[src/inc/ocs_pkg.sv]
package ocs_pkg;

	// register offsets
	localparam logic [7:0] ADDR_CTRL = 8'h00;
	localparam logic [7:0] ADDR_TRIM = 8'h01;
	localparam logic [7:0] ADDR_PINCFG = 8'h02;

	// control register field positions
	localparam int CTRL_SRC_LSB = 6;
	localparam int CTRL_IFS_LSB = 4;
	localparam int CTRL_XR_LSB = 2;
	localparam int CTRL_REQ_BIT = 1;
	localparam int CTRL_ENG_BIT = 0;

	// pin configuration register field positions
	localparam int PINCFG_OUTEN_BIT = 0;
	localparam int PINCFG_KEEP_BIT = 1;

	// values after reset
	localparam logic [1:0] SRC_RST = 2'h0;
	localparam logic [1:0] IFS_RST = 2'h0;
	localparam logic [1:0] XR_RST = 2'h0;
	localparam logic [7:0] TRIM_RST = 8'h00;

	// source select encoding
	localparam logic [1:0] SRC_INT = 2'h0;
	localparam logic [1:0] SRC_EXT = 2'h1;
	localparam logic [1:0] SRC_RC = 2'h2;
	localparam logic [1:0] SRC_XTAL = 2'h3;

	// internal frequency select encoding
	localparam logic [1:0] IFS_4M0 = 2'h0;
	localparam logic [1:0] IFS_8M0 = 2'h1;
	localparam logic [1:0] IFS_12M8 = 2'h2;

	// accumulator steps of the internal oscillator model, in ratio 4.0 : 8.0 : 12.8
	localparam logic [15:0] STEP_4M0 = 16'h1400;
	localparam logic [15:0] STEP_8M0 = 16'h2800;
	localparam logic [15:0] STEP_12M8 = 16'h4000;
	localparam int TRIM_STEP_SHIFT = 9;

	// rising edges of the external source seen before the switch
	localparam logic [1:0] ACTIVITY_EDGES = 2'h2;

	typedef enum logic [2:0] {
		ST_INTERNAL,
		ST_CHECK,
		ST_ENGAGE,
		ST_EXTERNAL,
		ST_RELEASE
	} ocs_state_t;

endpackage

[src/hw/ocs_clock_switch.sv]
// Local design decisions: strobed register access and the address map.
`timescale 1ns/1ns
module ocs_clock_switch (
	// clock and reset
	input wire logic ref_clk,
	input wire logic rst,
	// register port
	input wire logic [7:0] regAddr,
	input wire logic [7:0] regWrData,
	input wire logic regWrStrobe,
	input wire logic regRdStrobe,
	output logic [7:0] regRdData,
	// system integration side
	input wire logic systemOscEnable,
	output logic busClockQuad,
	output logic busClockDouble,
	// asynchronous source clocks
	input wire logic clockInPinIn,
	input wire logic resistorCapClock,
	input wire logic crystalClock,
	// pin control
	output logic clockInPinInputEnable,
	output logic clockOutPinOut,
	output logic clockOutPinOe,
	output logic crystalAmpEnable,
	// status
	output logic externalClockEngaged,
	output logic internalOscRunning
);

	typedef struct packed {
		logic [1:0] src;
		logic [1:0] ifs;
		logic [1:0] xr;
		logic req;
		logic outEn;
		logic keep;
		logic [7:0] trim;
		logic [7:0] rdData;
		ocs_pkg::ocs_state_t state;
		logic [1:0] edgeCnt;
		logic [1:0] engSrc;
		logic prevLevel;
		logic engaged;
		logic intRun;
		logic quad;
		logic double;
		logic inEn;
		logic pinOut;
		logic pinOe;
		logic ampEn;
	} ocs_sw_state_t;

	ocs_sw_state_t s_q;
	ocs_sw_state_t s_d;
	logic [2:0] rawClk;
	logic [2:0] syncA_q;
	logic [2:0] syncB_q;
	logic intLevel;
	logic extLevel;
	logic extRise;
	logic oscAllowed;
	logic [1:0] levelSrc;

	// external sources are asynchronous to ref_clk
	assign rawClk = {crystalClock, resistorCapClock, clockInPinIn};

	genvar gi;
	generate
		for (gi = 0; gi < 3; gi++) begin : g_sync
			always_ff @(posedge ref_clk) begin
				if (rst) begin
					syncA_q[gi] <= 1'b0;
					syncB_q[gi] <= 1'b0;
				end else begin
					syncA_q[gi] <= rawClk[gi];
					syncB_q[gi] <= syncA_q[gi];
				end
			end
		end
	endgenerate

	function automatic logic pickLevel(input logic [1:0] sel, input logic [2:0] lv);
		logic r;
		r = 1'b0;
		case (sel)
			ocs_pkg::SRC_EXT: r = lv[0];
			ocs_pkg::SRC_RC: r = lv[1];
			ocs_pkg::SRC_XTAL: r = lv[2];
			default: r = 1'b0;
		endcase
		return r;
	endfunction

	// once engaged the mux follows the source that was checked, not later writes
	assign levelSrc = s_q.engaged ? s_q.engSrc : s_q.src;
	assign extLevel = pickLevel(levelSrc, syncB_q);
	assign extRise = extLevel & ~s_q.prevLevel;
	assign oscAllowed = systemOscEnable | s_q.keep;

	ocs_int_osc u_int_osc (
		.ref_clk(ref_clk),
		.rst(rst),
		.run(s_q.intRun),
		.freqSel(s_q.ifs),
		.trim(s_q.trim),
		.level(intLevel)
	);

	always_comb begin
		s_d = s_q;
		s_d.prevLevel = extLevel;
		s_d.rdData = 8'h00;
		// registers; apart from reset, the trim is only loaded from here
		if (regWrStrobe) begin
			if (regAddr == ocs_pkg::ADDR_CTRL) begin
				s_d.src = regWrData[ocs_pkg::CTRL_SRC_LSB +: 2];
				s_d.ifs = regWrData[ocs_pkg::CTRL_IFS_LSB +: 2];
				s_d.xr = regWrData[ocs_pkg::CTRL_XR_LSB +: 2];
				s_d.req = regWrData[ocs_pkg::CTRL_REQ_BIT];
			end else if (regAddr == ocs_pkg::ADDR_TRIM) begin
				s_d.trim = regWrData;
			end else if (regAddr == ocs_pkg::ADDR_PINCFG) begin
				s_d.outEn = regWrData[ocs_pkg::PINCFG_OUTEN_BIT];
				s_d.keep = regWrData[ocs_pkg::PINCFG_KEEP_BIT];
			end
		end
		if (regRdStrobe) begin
			if (regAddr == ocs_pkg::ADDR_CTRL) begin
				s_d.rdData = {s_q.src, s_q.ifs, s_q.xr, s_q.req, s_q.engaged};
			end else if (regAddr == ocs_pkg::ADDR_TRIM) begin
				s_d.rdData = s_q.trim;
			end else if (regAddr == ocs_pkg::ADDR_PINCFG) begin
				s_d.rdData = {6'h00, s_q.keep, s_q.outEn};
			end
		end
		// the pin keeps its other functions, so the bit cannot stay set
		if (s_d.src == ocs_pkg::SRC_EXT) begin
			s_d.outEn = 1'b0;
		end

		case (s_q.state)
			ocs_pkg::ST_INTERNAL: begin
				if (s_q.req && s_q.src != ocs_pkg::SRC_INT) begin
					s_d.state = ocs_pkg::ST_CHECK;
					s_d.edgeCnt = 2'h0;
				end
			end
			ocs_pkg::ST_CHECK: begin
				if (!s_q.req || s_q.src == ocs_pkg::SRC_INT) begin
					s_d.state = ocs_pkg::ST_INTERNAL;
				end else if (extRise) begin
					s_d.edgeCnt = s_q.edgeCnt + 2'h1;
					if (s_q.edgeCnt + 2'h1 == ocs_pkg::ACTIVITY_EDGES) begin
						s_d.state = ocs_pkg::ST_ENGAGE;
					end
				end
			end
			ocs_pkg::ST_ENGAGE: begin
				// both clocks low: the mux moves without a runt pulse
				// the old source is still on the mux for one more cycle, so it must be low too
				if (!s_q.quad && !intLevel && !extLevel) begin
					s_d.engaged = 1'b1;
					s_d.engSrc = s_q.src;
					s_d.state = ocs_pkg::ST_EXTERNAL;
				end
			end
			ocs_pkg::ST_EXTERNAL: begin
				if (!s_q.req && s_q.src == ocs_pkg::SRC_INT) begin
					s_d.state = ocs_pkg::ST_RELEASE;
				end
			end
			ocs_pkg::ST_RELEASE: begin
				if (!s_q.quad && !intLevel && !extLevel) begin
					s_d.engaged = 1'b0;
					s_d.state = ocs_pkg::ST_INTERNAL;
				end
			end
			default: begin
				s_d.state = ocs_pkg::ST_INTERNAL;
			end
		endcase

		// stops one cycle after the engaged bit rises
		s_d.intRun = oscAllowed && s_q.state != ocs_pkg::ST_EXTERNAL;

		// x4 follows the source level; no wait-mode input, so clocks never pause there
		s_d.quad = s_q.engaged ? extLevel : intLevel;
		if (s_d.quad && !s_q.quad) begin
			s_d.double = ~s_q.double;
		end

		s_d.inEn = s_q.src != ocs_pkg::SRC_INT || s_q.engaged;
		s_d.ampEn = s_q.src == ocs_pkg::SRC_XTAL && oscAllowed;
		if ((s_q.src == ocs_pkg::SRC_INT || s_q.src == ocs_pkg::SRC_RC) && s_q.outEn) begin
			s_d.pinOe = 1'b1;
			s_d.pinOut = s_d.quad;
		end else begin
			s_d.pinOe = 1'b0;
			s_d.pinOut = 1'b0;
		end
	end

	always_ff @(posedge ref_clk) begin
		if (rst) begin
			s_q <= '0;
			s_q.src <= ocs_pkg::SRC_RST;
			s_q.ifs <= ocs_pkg::IFS_RST;
			s_q.xr <= ocs_pkg::XR_RST;
			s_q.trim <= ocs_pkg::TRIM_RST;
			s_q.req <= 1'b0;
			s_q.state <= ocs_pkg::ST_INTERNAL;
			s_q.intRun <= 1'b1;
		end else begin
			s_q <= s_d;
		end
	end

	// no interrupt output exists
	assign regRdData = s_q.rdData;
	assign busClockQuad = s_q.quad;
	assign busClockDouble = s_q.double;
	assign clockInPinInputEnable = s_q.inEn;
	assign clockOutPinOut = s_q.pinOut;
	assign clockOutPinOe = s_q.pinOe;
	assign crystalAmpEnable = s_q.ampEn;
	assign externalClockEngaged = s_q.engaged;
	assign internalOscRunning = s_q.intRun;

	property p_double_half;
		@(posedge ref_clk) disable iff (rst)
		$rose(busClockQuad) |-> busClockDouble != $past(busClockDouble);
	endproperty
	a_double_half: assert property (p_double_half) else $error("x2 clock did not toggle on x4 rise");

	property p_two_edges;
		@(posedge ref_clk) disable iff (rst)
		s_q.state == ocs_pkg::ST_ENGAGE |-> s_q.edgeCnt == 2'h2;
	endproperty
	a_two_edges: assert property (p_two_edges) else $error("switch began before two edges");

	property p_engage_order;
		@(posedge ref_clk) disable iff (rst)
		($rose(externalClockEngaged) && oscAllowed) |-> internalOscRunning ##1 !internalOscRunning;
	endproperty
	a_engage_order: assert property (p_engage_order) else $error("internal osc stopped out of order");

	property p_mux_low;
		@(posedge ref_clk) disable iff (rst)
		$changed(externalClockEngaged) |-> !busClockQuad && !$past(busClockQuad);
	endproperty
	a_mux_low: assert property (p_mux_low) else $error("clock mux changed while high");

	property p_ext_pin;
		@(posedge ref_clk) disable iff (rst)
		s_q.src == ocs_pkg::SRC_EXT |=> !clockOutPinOe && !s_q.outEn;
	endproperty
	a_ext_pin: assert property (p_ext_pin) else $error("out pin driven in external mode");

	property p_xtal_pin;
		@(posedge ref_clk) disable iff (rst)
		(s_q.src == ocs_pkg::SRC_XTAL && oscAllowed) |=> crystalAmpEnable && !clockOutPinOe;
	endproperty
	a_xtal_pin: assert property (p_xtal_pin) else $error("crystal pin not given to amplifier");

	property p_int_pin;
		@(posedge ref_clk) disable iff (rst)
		(s_q.src == ocs_pkg::SRC_INT && s_q.outEn) |=> clockOutPinOe && clockOutPinOut == busClockQuad;
	endproperty
	a_int_pin: assert property (p_int_pin) else $error("out pin not carrying x4 clock");

	property p_in_release;
		@(posedge ref_clk) disable iff (rst)
		(s_q.src == ocs_pkg::SRC_INT && !s_q.engaged) |=> !clockInPinInputEnable;
	endproperty
	a_in_release: assert property (p_in_release) else $error("input pin not released");

	property p_stop_off;
		@(posedge ref_clk) disable iff (rst)
		!oscAllowed |=> !internalOscRunning && !crystalAmpEnable;
	endproperty
	a_stop_off: assert property (p_stop_off) else $error("oscillator ran in stop");

	property p_reset_start;
		@(posedge ref_clk)
		rst |=> !s_q.req && !externalClockEngaged && s_q.ifs == ocs_pkg::IFS_4M0;
	endproperty
	a_reset_start: assert property (p_reset_start) else $error("reset did not start internal");

endmodule

[src/hw/ocs_int_osc.sv]
`timescale 1ns/1ns
module ocs_int_osc (
	// clock and reset
	input wire logic ref_clk,
	input wire logic rst,
	// control
	input wire logic run,
	input wire logic [1:0] freqSel,
	input wire logic [7:0] trim,
	// oscillator output
	output logic level
);

	typedef struct packed {
		logic [15:0] acc;
		logic level;
	} ocs_osc_state_t;

	ocs_osc_state_t s_q;
	ocs_osc_state_t s_d;
	logic [15:0] step;
	logic signed [15:0] delta;
	logic [15:0] adj;
	logic [16:0] sum;

	always_comb begin
		case (freqSel)
			ocs_pkg::IFS_8M0: step = ocs_pkg::STEP_8M0;
			ocs_pkg::IFS_12M8: step = ocs_pkg::STEP_12M8;
			default: step = ocs_pkg::STEP_4M0;
		endcase
	end

	// a larger trim shrinks the step, so the period grows and the frequency drops
	assign delta = 16'($signed(trim)) * 16'($signed({1'b0, step[15:ocs_pkg::TRIM_STEP_SHIFT]}));
	assign adj = step - 16'(delta);
	assign sum = {1'b0, s_q.acc} + {1'b0, adj};

	always_comb begin
		s_d = s_q;
		if (!run) begin
			// stopped low so the clock mux never sees a half pulse
			s_d.acc = 16'h0000;
			s_d.level = 1'b0;
		end else begin
			s_d.acc = sum[15:0];
			if (sum[16]) begin
				s_d.level = ~s_q.level;
			end
		end
	end

	always_ff @(posedge ref_clk) begin
		if (rst) begin
			s_q <= '0;
		end else begin
			s_q <= s_d;
		end
	end

	assign level = s_q.level;

endmodule

[config.mk]
export PLATFORM = sky130hd
export DESIGN_NAME = ocs_clock_switch
export DESIGN_NICKNAME = d
export VERILOG_FILES = /design/src/inc/ocs_pkg.sv /design/src/hw/ocs_clock_switch.sv /design/src/hw/ocs_int_osc.sv
export SDC_FILE = /design/constraint.sdc
export NUM_CORES = 1
export LEC_CHECK = 0
export ABC_AREA = 0
export BUFFER_PORTS_ARGS = -buffer_cell sky130_fd_sc_hd__buf_2
export CAP_MARGIN = 20
export CORE_MARGIN = 2
export CORE_UTILIZATION = 50
export CTS_CLUSTER_SIZE = 10
export DETAILED_ROUTE_END_ITERATION = 6
export PLACE_DENSITY = 0.66
export SYNTH_ARGS = -nofsm -noshare
export SYNTH_HDL_FRONTEND = slang
export SYNTH_HIERARCHICAL = 1
export SYNTH_SLANG_ARGS = --single-unit
export TNS_END_PERCENT = 100
[constraint.sdc]
create_clock -name ref_clk -period 14.33 [get_ports ref_clk]
set_input_delay 2.1495 -clock ref_clk [delete_from_list [all_inputs] [get_ports ref_clk]]
set_output_delay 2.1495 -clock ref_clk [all_outputs]
set_load 0.03 [all_outputs]
# == Word level (Yosys, flattened, before mapping) ==
# Index checks and enable logic that the tools add are counted.
# classes
addsub,3
mul,1
n_eq_ne,24
mux,27
bitwise_logic,10
reduce_logical,32
# op_table
op,count
$pmux W15 S2,1
$mux W8,3
$add A16 B16 Y17,1
$mux W17,1
$sub A15 B16 Y16,1
$mul A8 B7 Y15,1
$mux W3,5
$pmux W3 S5,1
$eq A2 B2 Y1 const B,6
$ne A2 B2 Y1 const B,6
$mux W10,1
$mux W2,5
$mux W5,2
$eq A8 B1 Y1 const B,1
$eq A8 B2 Y1 const B,1
$logic_and A1 B1 Y1,8
$logic_not A8 Y1,1
$not A1 Y1,8
$reduce_and A4 Y1,2
$reduce_or A2 Y1,4
$mux W7,1
$eq A2 B1 Y1 const B,3
$eq A3 B2 Y1 const B,2
$ne A3 B3 Y1 const B,2
18 further kinds,30
# totals
ff_bits,64
in_bits,24
output_inout_bits,16
elab_cells,125

# == Depth between registers and ports, before layout ==
# Gate-level depths: netlist (run 1).
# depth
word_depth,7
ltp_mapped,28
depth_no_buf,27

# == Modules after synthesis ==
# The synthesis (run 1) kept the hierarchy.
# by_module_without_submodules
module,instances,cells_per_inst,area_per_inst_um2,seq_area_each_um2
ocs_int_osc,1,332,2951.6,320.3
ocs_clock_switch,1,206,2000.7,940.9

# == Worst setup path before layout (run 1) ==
# Ideal clock, no wire load.
# synth_timing
kind,reg2reg
startpoint,reg s_q[37] in the netlist's numbering
endpoint,"reg u_int_osc.s_q, in the netlist u_int_osc/level"
setup_ns,0.078
arrival_time_ns,6.084
required_ns,14.252
setup_slack_ns,8.169
stages_incl_launch_ff,29
path_buffers,1
synth_period_minus_slack_ns,6.161
path_cell_list,dfxtp_1 -> inv_1 -> ha_1 -> buf_2 -> and2_1 -> inv_1 -> fa_1 -> fa_1 -> inv_1 -> fa_1 -> ha_1 -> fa_1 -> nand3_1 -> a21oi_1 -> o21a_1 -> nor2_1 -> xnor2_1 -> ha_1 -> a21oi_1 -> o22ai_1 -> nor2_1 -> xnor2_1 -> ha_1 -> a21oi_1 -> inv_1 -> a21o_1 -> a221o_1 -> o21a_1 -> nor3_1
# synth_via
elab_chain_len,5
elab_cells_between_ends,6
classes_between,2 x add/sub; 1 x mul; 2 x eq/ne; 1 x mux
# synth_rtl
item,line_no,source
start: declaration,ocs_clock_switch.sv:54,ocs_sw_state_t s_q;
$eq A2 B2 Y1 / $eq A2 B1 Y1 (equally long branches),ocs_int_osc.sv:27,case (freqSel)
$pmux W15 S2 *,ocs_int_osc.sv:27,
$mul A8 B7 Y15,ocs_int_osc.sv:35,"assign delta = 16'($signed(trim)) * 16'($signed({1'b0, step[15:ocs_pkg::TRIM_STEP_SHIFT]}));"
$sub A15 B16 Y16 *,ocs_int_osc.sv:36,assign adj = step - 16'(delta);
$add A16 B16 Y17 *,ocs_int_osc.sv:37,"assign sum = {1'b0, s_q.acc} + {1'b0, adj};"
end signal: assignment,ocs_int_osc.sv:55,s_q <= '0;
end signal: assignment,ocs_int_osc.sv:57,s_q <= s_d;
end: declaration,ocs_int_osc.sv:19,ocs_osc_state_t s_q;
# Every way passes the cells marked *; elsewhere a longest branch is shown, timed or not.
# A chain may end at the register's enable or synchronous reset.

# == Final worst setup path (run 1) ==
# layout_timing
startpoint,reg s_q[37] in the netlist's numbering
endpoint,reg u_int_osc/s_q[16] in the netlist's numbering
# Same word-level chain as after synthesis.

==> results_dict.tcl, run 1 <==
set metrics [dict create \
    synth-seq-area-share_pct 25.47 \
    drtAntennaViolNets 0 \
    path_clk_slew_ns 0.08 \
    slew_headroom_pct 49.49 \
    power_leakage_uw 0.002654 \
    clockBufferDepth 2 \
    initial_core_util_pct 51.14 \
    critPathCaptureType "register" \
    vias 3768 \
    period_needed_ns 6.753 \
    ios 40 \
    place_congestion 0.8369 \
    antenna_found_initial 0 \
    synth_enable_flop_cells 0 \
    critPathMaxFanout 11 \
    num_rows 36 \
    worstSetupStartpointType "register" \
    port_buffers 39 \
    wl_per_cell_um 13.97 \
    synth-seq-cells 63 \
    dpl.hpwl_um 7727 \
    p_per_area_mw_per_mm2 81.65 \
    fmax_ghz 0.1481 \
    clk-insertion-delay-late_ns 0.35 \
    ir_worst_vdd_v 0.00007735 \
    drc 0 \
    syn_area_per_cell_um2 9.205 \
    finalSetupViolCount 0 \
    wirelength_um 9863 \
    hold_buffers 0 \
    critPathKind "register to register" \
    cts_sinks 63 \
    grt_pass1_wl_um 17590 \
    cts_max_level 3 \
    diodes 0 \
    drt-initial-drc-count 123 \
    synthArstFlopShare_pct 0 \
    num-nets-final 675 \
    grt_max_degree 44 \
    drive_above_1_share_pct 13.61 \
    max-cap-violations 0 \
    finClkSkew_ns 0.01569 \
    cts_made_buffers 9 \
    yosys_warnings 6 \
    coreArea_mm2 0.009684 \
    drv_slew 0 \
    yosysUniqueCellTypes 67 \
    arrival_ns 6.99 \
    fin_crit_sh_pct 47.12 \
    tns_ns 0 \
    die_h_um 103.5 \
    syn-cell-area_mm2 0.004952 \
    postLayoutCoreUtil_pct 56.16 \
    synth_cells 538 \
    tritoncts "built" \
    postCtsSetupRepairBufs 0 \
    synth.net_count 645 \
    post_cts_resized 0 \
    vias_per_cell 5.337 \
    dieArea_mm2 0.01072 \
    cts_root_buf "clkbuf_8" \
    final_hold_viol_count 0 \
    worstPathRequired_ns 14.57 \
    syn_to_final_growth_pct 9.828 \
    ys_dominant_reg_cell "dfxtp_1" \
    tightest_slew_ns 0.7577 \
    overflow 0 \
    hold_path.class "register to register" \
    rsz0062_at_grt "false" \
    drt-pass1-iter-count 4 \
    grt_use_total_pct 20.01 \
    die_w_um 103.5 \
    status "finished clean" \
    grt_pass1_vias 3770 \
]
==> cells in the mapped netlist, types with 2 or more instances <==
cell type   n  area (um2)
a211oi_1    3       22.52
a21o_1     14       105.1
a21oi_1    31       155.2
a22oi_1     2       15.01
a311oi_1    2       17.52
a31oi_1     3       18.77
and2_1     20       125.1
and3_1      5       31.28
and3b_1     2       17.52
buf_2       3       15.01
buf_4       8       60.06
buf_6       2       22.52
clkbuf_1    7       26.28
dfxtp_1    63        1261
fa_1       25       500.5
ha_1       58       725.7
inv_1      44       165.2
mux2i_1    31       310.3
nand2_1    28       105.1
nand2b_1    9       56.30
nand3_1     7       35.03
nor2_1     51       191.4
nor2b_1    13       81.33
nor3_1     10       50.05
nor3b_1     3       22.52
nor4_2      2       25.02
o21a_1      6       45.04
o21ai_0    13       65.06
o21ai_1     3       15.01
o21bai_1    2       15.01
o311ai_0    2       17.52
o31ai_2     2       25.02
or2_2       3       18.77
or3_1       5       31.28
xnor2_1    20       175.2
xor2_1      5       43.79
==> path summary, 6_finish.rpt <==
check	startpoint	to	slack [ns]	cells past startpoint
worst max-delay path	s_q[37]	u_int_osc/s_q[16]	7.58	26
worst min register to register	syncA_q[2]	syncB_q[2]	0.44	1
worst min-delay path	syncA_q[2]	syncB_q[2]	0.44	1
worst max register to register	s_q[37]	u_int_osc/s_q[16]	7.58	26
==> registers in the layout, summed over array words and instances, names as in the netlist, 3 cells and up <==
register	count
regRdData	8
s_q	25
syncA_q	3
syncB_q	3
u_int_osc/s_q	15
==> stage by stage <==
step                std cells  cell area, um2  hold WS (ns)  power [uW]  worst slack (ns)
floorplan                 538            4952        0.4138       235.7             8.169
global placement          690            5190        0.4194       247.8             7.894
detailed placement        690            5190        0.4262       249.4             7.634
CTS                       706            5439        0.4465       449.1             7.598
global route              706            5439        0.4582       465.6             7.185
finish                    706            5439        0.4412       444.1             7.577
==> placed cells by master (no fill, tap or decap), drive strengths merged, types with 3 or more instances in the layout <==
cell / synthesis / layout
a21oi: 33 / 33
mux2i: 31 / 31
or2: 3 / 3
inv: 44 / 47
and3b: 3 / 3
and3: 5 / 5
o31ai: 3 / 3
nand2: 29 / 29
and2: 20 / 20
ha: 58 / 58
nor3: 11 / 11
buf: 13 / 39
clkbuf: 7 / 9
nor2: 51 / 51
xor2: 5 / 5
fa: 25 / 25
nor4: 4 / 4
o21bai: 3 / 3
a21o: 14 / 14
a211oi: 4 / 4
dfxtp: 63 / 63
xnor2: 20 / 20
or3: 5 / 5
o21ai: 16 / 16
nand2b: 9 / 9
nor2b: 13 / 13
nor3b: 4 / 4
bufinv: 0 / 3
nand3: 8 / 8
a31oi: 3 / 3
o21a: 6 / 6
==> report_power, final <==
group | internal, uW | leakage, uW | switching, uW | total [uW]
registers | 182 | 0.000511 | 8.74 | 191
logic | 23.4 | 0.00202 | 31.2 | 54.6
clock network | 118 | 0.000125 | 81.0 | 199
==> critical path, stage by stage (launching register included) <==
cell and delay [ns]:
dfxtp_1 0.38, inv_1 0.06, ha_1 0.52, and2_1 0.24, inv_1 0.06, fa_1 0.46, fa_1 0.49, inv_1 0.05
fa_1 0.48, ha_1 0.35, fa_1 0.46, nand3_1 0.12, a21oi_1 0.11, o21a_1 0.19, nor2_1 0.14, xnor2_1 0.15
ha_1 0.30, a21oi_1 0.25, o31ai_2 0.12, o31ai_1 0.34, xnor2_1 0.17, ha_1 0.33, a21oi_1 0.23, nand2_1 0.10
or3_1 0.31, a21o_1 0.16, o311ai_0 0.09
==> metal layers <==
layer  track usage (%)  share of wire, %  up-vias
li1                  -                 -     1924
met1             26.54                49     1785
met2             33.35                47       46
met3             3.776               2.3       13
met4             5.888               1.5        0
met5                 0                 0        -
==> cell type report <==
| type | instances | area, um2 |
|---|---|---|
| Inverter | 44 | 165.2 |
| Clock buffer | 9 | 123.9 |
| Multi-Input combinational cell | 411 | 3402 |
| Timing Repair Buffer | 39 | 195.2 |
| Sequential cell | 63 | 1261 |
| Fill cell | 900 | 4245 |
| Tap cell | 133 | 166.4 |
| Clock inverter | 7 | 125.1 |
==> cells by family (layout without fill, tap and decap cells) <==
logic type / after synthesis / count (layout) / share of synthesized area (%)
AND/OR/NAND/NOR: 170 / 170 / 18.49
AO/OA/AOI/OAI: 102 / 102 / 14.76
adder cells (fa/ha/maj): 83 / 83 / 24.76
buffers and inverters: 64 / 99 / 5.836
flip-flops: 63 / 63 / 25.47
multiplexers: 31 / 31 / 6.266
XOR/XNOR: 25 / 25 / 4.421
Power figures use the tool's default switching activity.
==> run 2: changes to the inputs <==
--- a/config.mk
+++ b/config.mk
@@ -5,14 +5,14 @@
 export SDC_FILE = /design/constraint.sdc
 export NUM_CORES = 1
 export LEC_CHECK = 0
-export ABC_AREA = 0
+export ABC_AREA = 1
 export BUFFER_PORTS_ARGS = -buffer_cell sky130_fd_sc_hd__buf_2
 export CAP_MARGIN = 20
 export CORE_MARGIN = 2
 export CORE_UTILIZATION = 50
 export CTS_CLUSTER_SIZE = 10
 export DETAILED_ROUTE_END_ITERATION = 6
-export PLACE_DENSITY = 0.66
+export PLACE_DENSITY = 0.69
 export SYNTH_ARGS = -nofsm -noshare
 export SYNTH_HDL_FRONTEND = slang
 export SYNTH_HIERARCHICAL = 1
==> constraint.sdc (replaced) <==
create_clock -name ref_clk -period 5.6 [get_ports ref_clk]
set_input_delay 0.84 -clock ref_clk [delete_from_list [all_inputs] [get_ports ref_clk]]
set_output_delay 0.84 -clock ref_clk [all_outputs]
set_load 0.03 [all_outputs]
==> results_dict.tcl, run 2 <==
set metrics [dict create \
    top_register "s_q" \
    hold_buffers 0 \
    syn_to_final_growth_pct 20.67 \
    die_w_um 106.0 \
    grt_use_total_pct 20.38 \
    dieArea_mm2 0.01123 \
    fin_crit_sh_pct 98.02 \
    wl_per_cell_um 12.39 \
    synthArstFlopShare_pct 0 \
    max-cap-violations 0 \
    reg2reg_to "u_int_osc/s_q[16]" \
    synth-seq-cells 63 \
    status "finished clean" \
    vias 4627 \
    synth_area_leaders "dfxtp_1 (24%), ha_1 (14%), nand2_1 (11%)" \
    critPathKind "register to register" \
    worstPathRequired_ns 5.90 \
    initial_core_util_pct 50.83 \
    die_h_um 106.0 \
    grt_pass1_vias 4285 \
    whs_path_depth 2 \
    critPathMaxFanout 7 \
    arrival_ns 5.79 \
    final_common_cell "nand2_1" \
    postLayoutCoreUtil_pct 61.33 \
    yosys_warnings 6 \
    place_congestion 0.8909 \
    syn_area_per_cell_um2 7.182 \
    synth.net_count 831 \
    finalSetupViolCount 0 \
    synth_enable_flop_cells 0 \
    synth_most_common_cell "nand2_1" \
    synth_cells 724 \
    num-nets-final 896 \
    tightest_slew_ns 0.9573 \
    diodes 0 \
    largest_reg_flops 25 \
    cts_root_buf "clkbuf_8" \
    fin_area_mm2 0.006275 \
    crit_slowest_cell "fa_1" \
    grt_pass1_wl_um 18830 \
    ys_dominant_reg_cell "dfxtp_1" \
    crit_top_cell "nand2_1" \
    overflow 0 \
    min-delay-start "syncA_q[1]" \
    synth_top_cell_by_area "dfxtp_1" \
    clk-insertion-delay-late_ns 0.36 \
    synth_top_area_share_pct 24.25 \
    dp.cells 911 \
    drt-pass1-iter-count 5 \
    path_clk_slew_ns 0.08 \
    coreArea_mm2 0.01023 \
    dpl.hpwl_um 8638 \
    grt_max_degree 22 \
    slew_headroom_pct 35.95 \
    port_buffers 39 \
    drc 0 \
    period_needed_ns 5.489 \
    p_per_area_mw_per_mm2 199.2 \
    tritoncts "built" \
    drt-initial-drc-count 235 \
    cp_slowest_stage_delay_ns 0.55 \
    dpl-instance-area_mm2 0.005690 \
    power_leakage_uw 0.003340 \
    yosysUniqueCellTypes 43 \
    ios 40 \
    timing.rr.start "s_q[38]" \
    vias_per_cell 4.975 \
    wirelength_um 11520 \
    cts_sinks 63 \
    num_rows 37 \
    antenna_found_initial 0 \
    drtAntennaViolNets 0 \
    cts_max_level 3 \
    worstHoldEndpoint "syncB_q[1]" \
    drv_slew 0 \
    final_hold_viol_count 0 \
    r2r_cells 29 \
    rsz0062_at_grt "true" \
    layout.cells.non_filler 930 \
    cts_made_buffers 9 \
    drive_above_1_share_pct 23.05 \
    fmax_ghz 0.1822 \
    netlist_top_cells_count "nand2_1 (150), inv_1 (114), nor2_1 (87)" \
    critPathCaptureType "register" \
    hold_path.class "register to register" \
    worstSetupStartpointType "register" \
    final_cell_mix "nand2_1 (139), inv_1 (110), nor2_1 (84), dfxtp_1 (61), a21oi_1 (44)" \
    synth-seq-area-share_pct 24.25 \
    syn-cell-area_mm2 0.005200 \
    finClkSkew_ns 0.02029 \
    clockBufferDepth 2 \
    ir_worst_vdd_v 0.0001881 \
    reg2reg_slack_ns 0.11 \
]
==> run 2: cell count changes in the layout (fill, tap and decap cells not counted), moves of 14 or more <==
cell / before / now
inv_1: 44 / 110
buf_4: 0 / 33
nand3_1: 7 / 32
ha_4: 0 / 14
o21ai_0: 13 / 34
nor2_1: 51 / 84
nand2_2: 1 / 19
ha_1: 58 / 42
nand2_1: 28 / 139
mux2i_1: 31 / 0
and2_1: 20 / 1
==> run 2: cell families after synthesis <==
kind of cell / after synthesis / synth area share [%]
DFF: 63 / 24.25
buffers and inverters: 137 / 10.66
xor gates and xnor gates: 13 / 2.334
AOI/OAI and AO/OA: 103 / 10.66
adders and majority gates: 83 / 23.58
and+or+nand+nor: 325 / 28.51
==> run 2: how the worst max path moves through the flow <==
stage	start	end	slack, ns	cells after the start
after CTS	s_q[37]	u_int_osc/level	-0.01	28
final	s_q[38]	u_int_osc/s_q[16]	0.11	29
after global placement	s_q[37]	u_int_osc/level	-0.06	29
after floorplan	s_q[37]	u_int_osc/level	0.03	29
after detailed placement	s_q[37]	u_int_osc/level	-0.15	28
after global routing	s_q[37]	u_int_osc/level	-0.19	34
==> run 2: cell type report <==
type,count,area [um2]
Fill cell,925,3956
Multi-Input combinational cell,524,3700
Sequential cell,63,1266
Inverter,119,446.7
Timing Repair Buffer,72,442.9
Tap cell,136,170.2
Clock inverter,7,125.1
Clock buffer,9,123.9
==> run 2: routing by layer <==
layer  part of all wire [%]  GRT usage, %
met4                    1.3         4.887
met1                     46         27.14
met3                    2.9         3.740
met5                      0             0
met2                     50         34.33
==> run 2: timing repair <==
item,4_1_cts,5_1_grt
setup buffers,1,2
setup endpoints to repair,5,5
endpoints found under the hold margin,0,0
cloned,0,0
resized for setup,6,53
pin swaps,2,36
==> run 2: stage by stage <==
step	hold WS [ns]	setup TNS [ns]	setup WS [ns]	power (uW)
floorplan	0.3883	0	0.02809	681.7
global placement	0.3957	-0.08930	-0.05898	731.2
detailed placement	0.4014	-0.4102	-0.1535	738.0
CTS	0.4082	-0.01449	-0.01449	1252
global route	0.4182	-0.5932	-0.1909	1311
finish	0.4091	0	0.1110	1250
==> run 2: power breakdown <==
group          total, uW  switching (uW)  leakage (uW)  internal, uW
Clock                511             210      0.000125           301
Sequential           500            25.6      0.000512           475
Combinational        239             152       0.00270          86.8
==> run 2: worst max-delay path: cells and delay by family (launching register included) <==
kind | cells | cell delay, ns
XOR/XNOR | 1 | 0.17
buffers and inverters | 3 | 0.34
AO/OA/AOI/OAI | 1 | 0.11
adder cells (fa/ha/maj) | 8 | 3.05
AND/OR/NAND/NOR | 16 | 1.39
flip-flops | 1 | 0.36
==> run 3: changes to the inputs <==
--- a/config.mk
+++ b/config.mk
@@ -9,12 +9,11 @@
 export BUFFER_PORTS_ARGS = -buffer_cell sky130_fd_sc_hd__buf_2
 export CAP_MARGIN = 20
 export CORE_MARGIN = 2
-export CORE_UTILIZATION = 50
+export CORE_UTILIZATION = 30
 export CTS_CLUSTER_SIZE = 10
 export DETAILED_ROUTE_END_ITERATION = 6
-export PLACE_DENSITY = 0.69
+export PLACE_DENSITY = 0.45
 export SYNTH_ARGS = -nofsm -noshare
 export SYNTH_HDL_FRONTEND = slang
-export SYNTH_HIERARCHICAL = 1
 export SYNTH_SLANG_ARGS = --single-unit
 export TNS_END_PERCENT = 100
==> results_dict.tcl, run 3 <==
set metrics [dict create \
    reg2reg_slack_ns 0.006 \
    slew_headroom_pct 66.54 \
    grt_pass1_wl_um 20810 \
    final_hold_viol_count 0 \
    postLayoutCoreUtil_pct 40.35 \
    top_register "s_q" \
    num_rows 47 \
    netlist_top_cells_count "nand2_1 (130), inv_1 (118), nor2_1 (76)" \
    min-delay-start "syncA_q[2]" \
    drv_slew 0 \
    critPathKind "register to register" \
    crit_slowest_cell "fa_1" \
    synth_enable_flop_cells 0 \
    die_h_um 133.8 \
    p_per_area_mw_per_mm2 169.1 \
    syn-cell-area_mm2 0.005055 \
    synth_area_leaders "dfxtp_1 (25%), ha_1 (14%), fa_1 (9.9%)" \
    synth.net_count 804 \
    max-cap-violations 0 \
    vias_per_cell 4.495 \
    worstPathRequired_ns 5.82 \
    ios 40 \
    status "finished clean" \
    multi_input_area_mm2 0.003643 \
    port_buffers 39 \
    finalSetupViolCount 0 \
    ir_worst_vdd_v 0.0001695 \
    antenna_found_initial 0 \
    dieArea_mm2 0.01790 \
    clockBufferDepth 2 \
    overflow 0 \
    gr-usage-met3_pct 3.288 \
    fin_ws_ns 0.005529 \
    timing.rr.start "s_q[37]" \
    fin_crit_sh_pct 99.90 \
    layout.cells.non_filler 1023 \
    finClkSkew_ns 0.008763 \
    drt-pass1-iter-count 5 \
    grt_pass1_vias 4617 \
    drtAntennaViolNets 0 \
    final_common_cell "nand2_1" \
    ys_dominant_reg_cell "dfxtp_1" \
    fin_area_mm2 0.006668 \
    cp_num_buf_inv 4 \
    synth_cells 697 \
    hold_path.class "register to register" \
    rsz0062_at_grt "true" \
    synth_most_common_cell "nand2_1" \
    grt_use_met2_pct 23.45 \
    dp.cells 995 \
    initial_core_util_pct 30.59 \
    gr-usage-met1_pct 18.66 \
    synth_top_area_share_pct 24.95 \
    final_cell_mix "nand2_1 (115), inv_1 (112), nor2_1 (73), buf_4 (63), dfxtp_1 (61)" \
    synth-seq-area-share_pct 24.95 \
    dpl-instance-area_mm2 0.005893 \
    tns_ns 0 \
    crit_top_cell "nand2_1" \
    coreArea_mm2 0.01652 \
    dpl.hpwl_um 9755 \
    wirelength_um 12220 \
    grt_busiest_layer "met2" \
    critPathMaxFanout 8 \
    diodes 0 \
    cts_max_level 3 \
    cts_sinks 63 \
    num-nets-final 905 \
    largest_reg_flops 25 \
    synth-seq-cells 63 \
    fillCellCount 1726 \
    r2r_cells 33 \
    yosys_warnings 0 \
    critPathCaptureType "register" \
    synthArstFlopShare_pct 0 \
    worstHoldEndpoint "syncB_q[2]" \
    clk-insertion-delay-late_ns 0.34 \
    grt_max_degree 22 \
    arrival_ns 5.81 \
    post-place-ws_ns -0.4705 \
    place_congestion 0.8407 \
    cp_slowest_stage_delay_ns 0.58 \
    wl_per_cell_um 11.94 \
    tritoncts "built" \
    regArea_mm2 0.001266 \
    fmax_ghz 0.1787 \
    tightest_slew_ns 0.4972 \
    synth_top_cell_by_area "dfxtp_1" \
    whs_path_depth 2 \
    reg2reg_to "u_int_osc.level" \
    crit_family "adder cells" \
    grt_use_total_pct 14.32 \
    syn_area_per_cell_um2 7.252 \
    drt-initial-drc-count 153 \
    path_clk_slew_ns 0.06 \
    power_leakage_uw 0.003442 \
    vias 4598 \
    yosysUniqueCellTypes 40 \
    cts_made_buffers 9 \
    drive_above_1_share_pct 27.02 \
    syn_to_final_growth_pct 31.91 \
    period_needed_ns 5.594 \
    worstSetupStartpointType "register" \
    cts_root_buf "clkbuf_16" \
    die_w_um 133.8 \
    drc 0 \
]
==> run 3: worst reg2reg max path: cells and delay by family, from the launching register on <==
| kind | cells | cell delay [ns] |
|---|---|---|
| AND/OR/NAND/NOR | 11 | 0.78 |
| flip-flops | 1 | 0.33 |
| XOR/XNOR | 1 | 0.12 |
| buffers and inverters | 4 | 0.27 |
| adder cells (fa/ha/maj) | 8 | 2.87 |
| AO/OA/AOI/OAI | 9 | 1.11 |
==> run 3: through the flow <==
step                      hold slack, ns  power, uW
after floorplan                   0.3883      519.3
after detailed placement          0.3938      546.5
after global routing              0.4296       1185
final                             0.4022       1128
after CTS                         0.4026       1134
after global placement            0.3930      545.8
==> run 3: layout make-up <==
cell class,instances,share of cell area (%)
inverter,124,6.981
clock buffer,9,3.378
timing repair buffer,106,10.70
clock inverter,7,1.182
sequential,63,18.99
tap,220,4.128
multi-input combinational,494,54.64
==> run 3: worst max path at each step <==
| stage | start | end | slack [ns] | cells after the start |
|---|---|---|---|---|
| finish | s_q[37] | u_int_osc.level | 0.006 | 33 |
| global route | s_q[37] | u_int_osc.s_q[15] | -0.37 | 29 |
| CTS | s_q[37] | u_int_osc.level | -0.04 | 31 |
| detailed placement | s_q[37] | u_int_osc.level | -0.47 | 30 |
| global placement | s_q[37] | u_int_osc.level | -0.38 | 30 |
| floorplan | s_q[37] | u_int_osc.level | 0.003 | 32 |
==> run 3: where the power goes <==
part | total [uW] | internal (uW) | switching (uW)
logic | 90.2 | 37.6 | 52.5
clock network | 578 | 350 | 228
registers | 460 | 455 | 4.46
==> run 3: what timing repair did <==
| item | CTS | global route |
|---|---|---|
| buffers inserted | 3 | 9 |
| gates resized for setup | 27 | 51 |
| pin swaps | 12 | 40 |
| hold buffers | 0 | 0 |
| cloned | 0 | 0 |
| endpoints found under the setup margin | 5 | 5 |
==> run 3: logic make-up (layout without fill, tap and decap cells) <==
| group | count (synthesis) | in the layout | synth area share [%] |
|---|---|---|---|
| simple gates | 282 | 282 | 24.55 |
| buf+inv | 140 | 246 | 11.14 |
| compound gates | 111 | 111 | 11.98 |
| fa+ha+maj | 83 | 83 | 24.26 |
| flops | 63 | 63 | 24.95 |
| xor+xnor | 18 | 18 | 3.119 |
==> run 3: routing by layer <==
metal	routed length (um)	share of wire (%)
met5	0	0
met4	214	1.8
met3	447	3.7
met2	5614	46
met1	5940	49
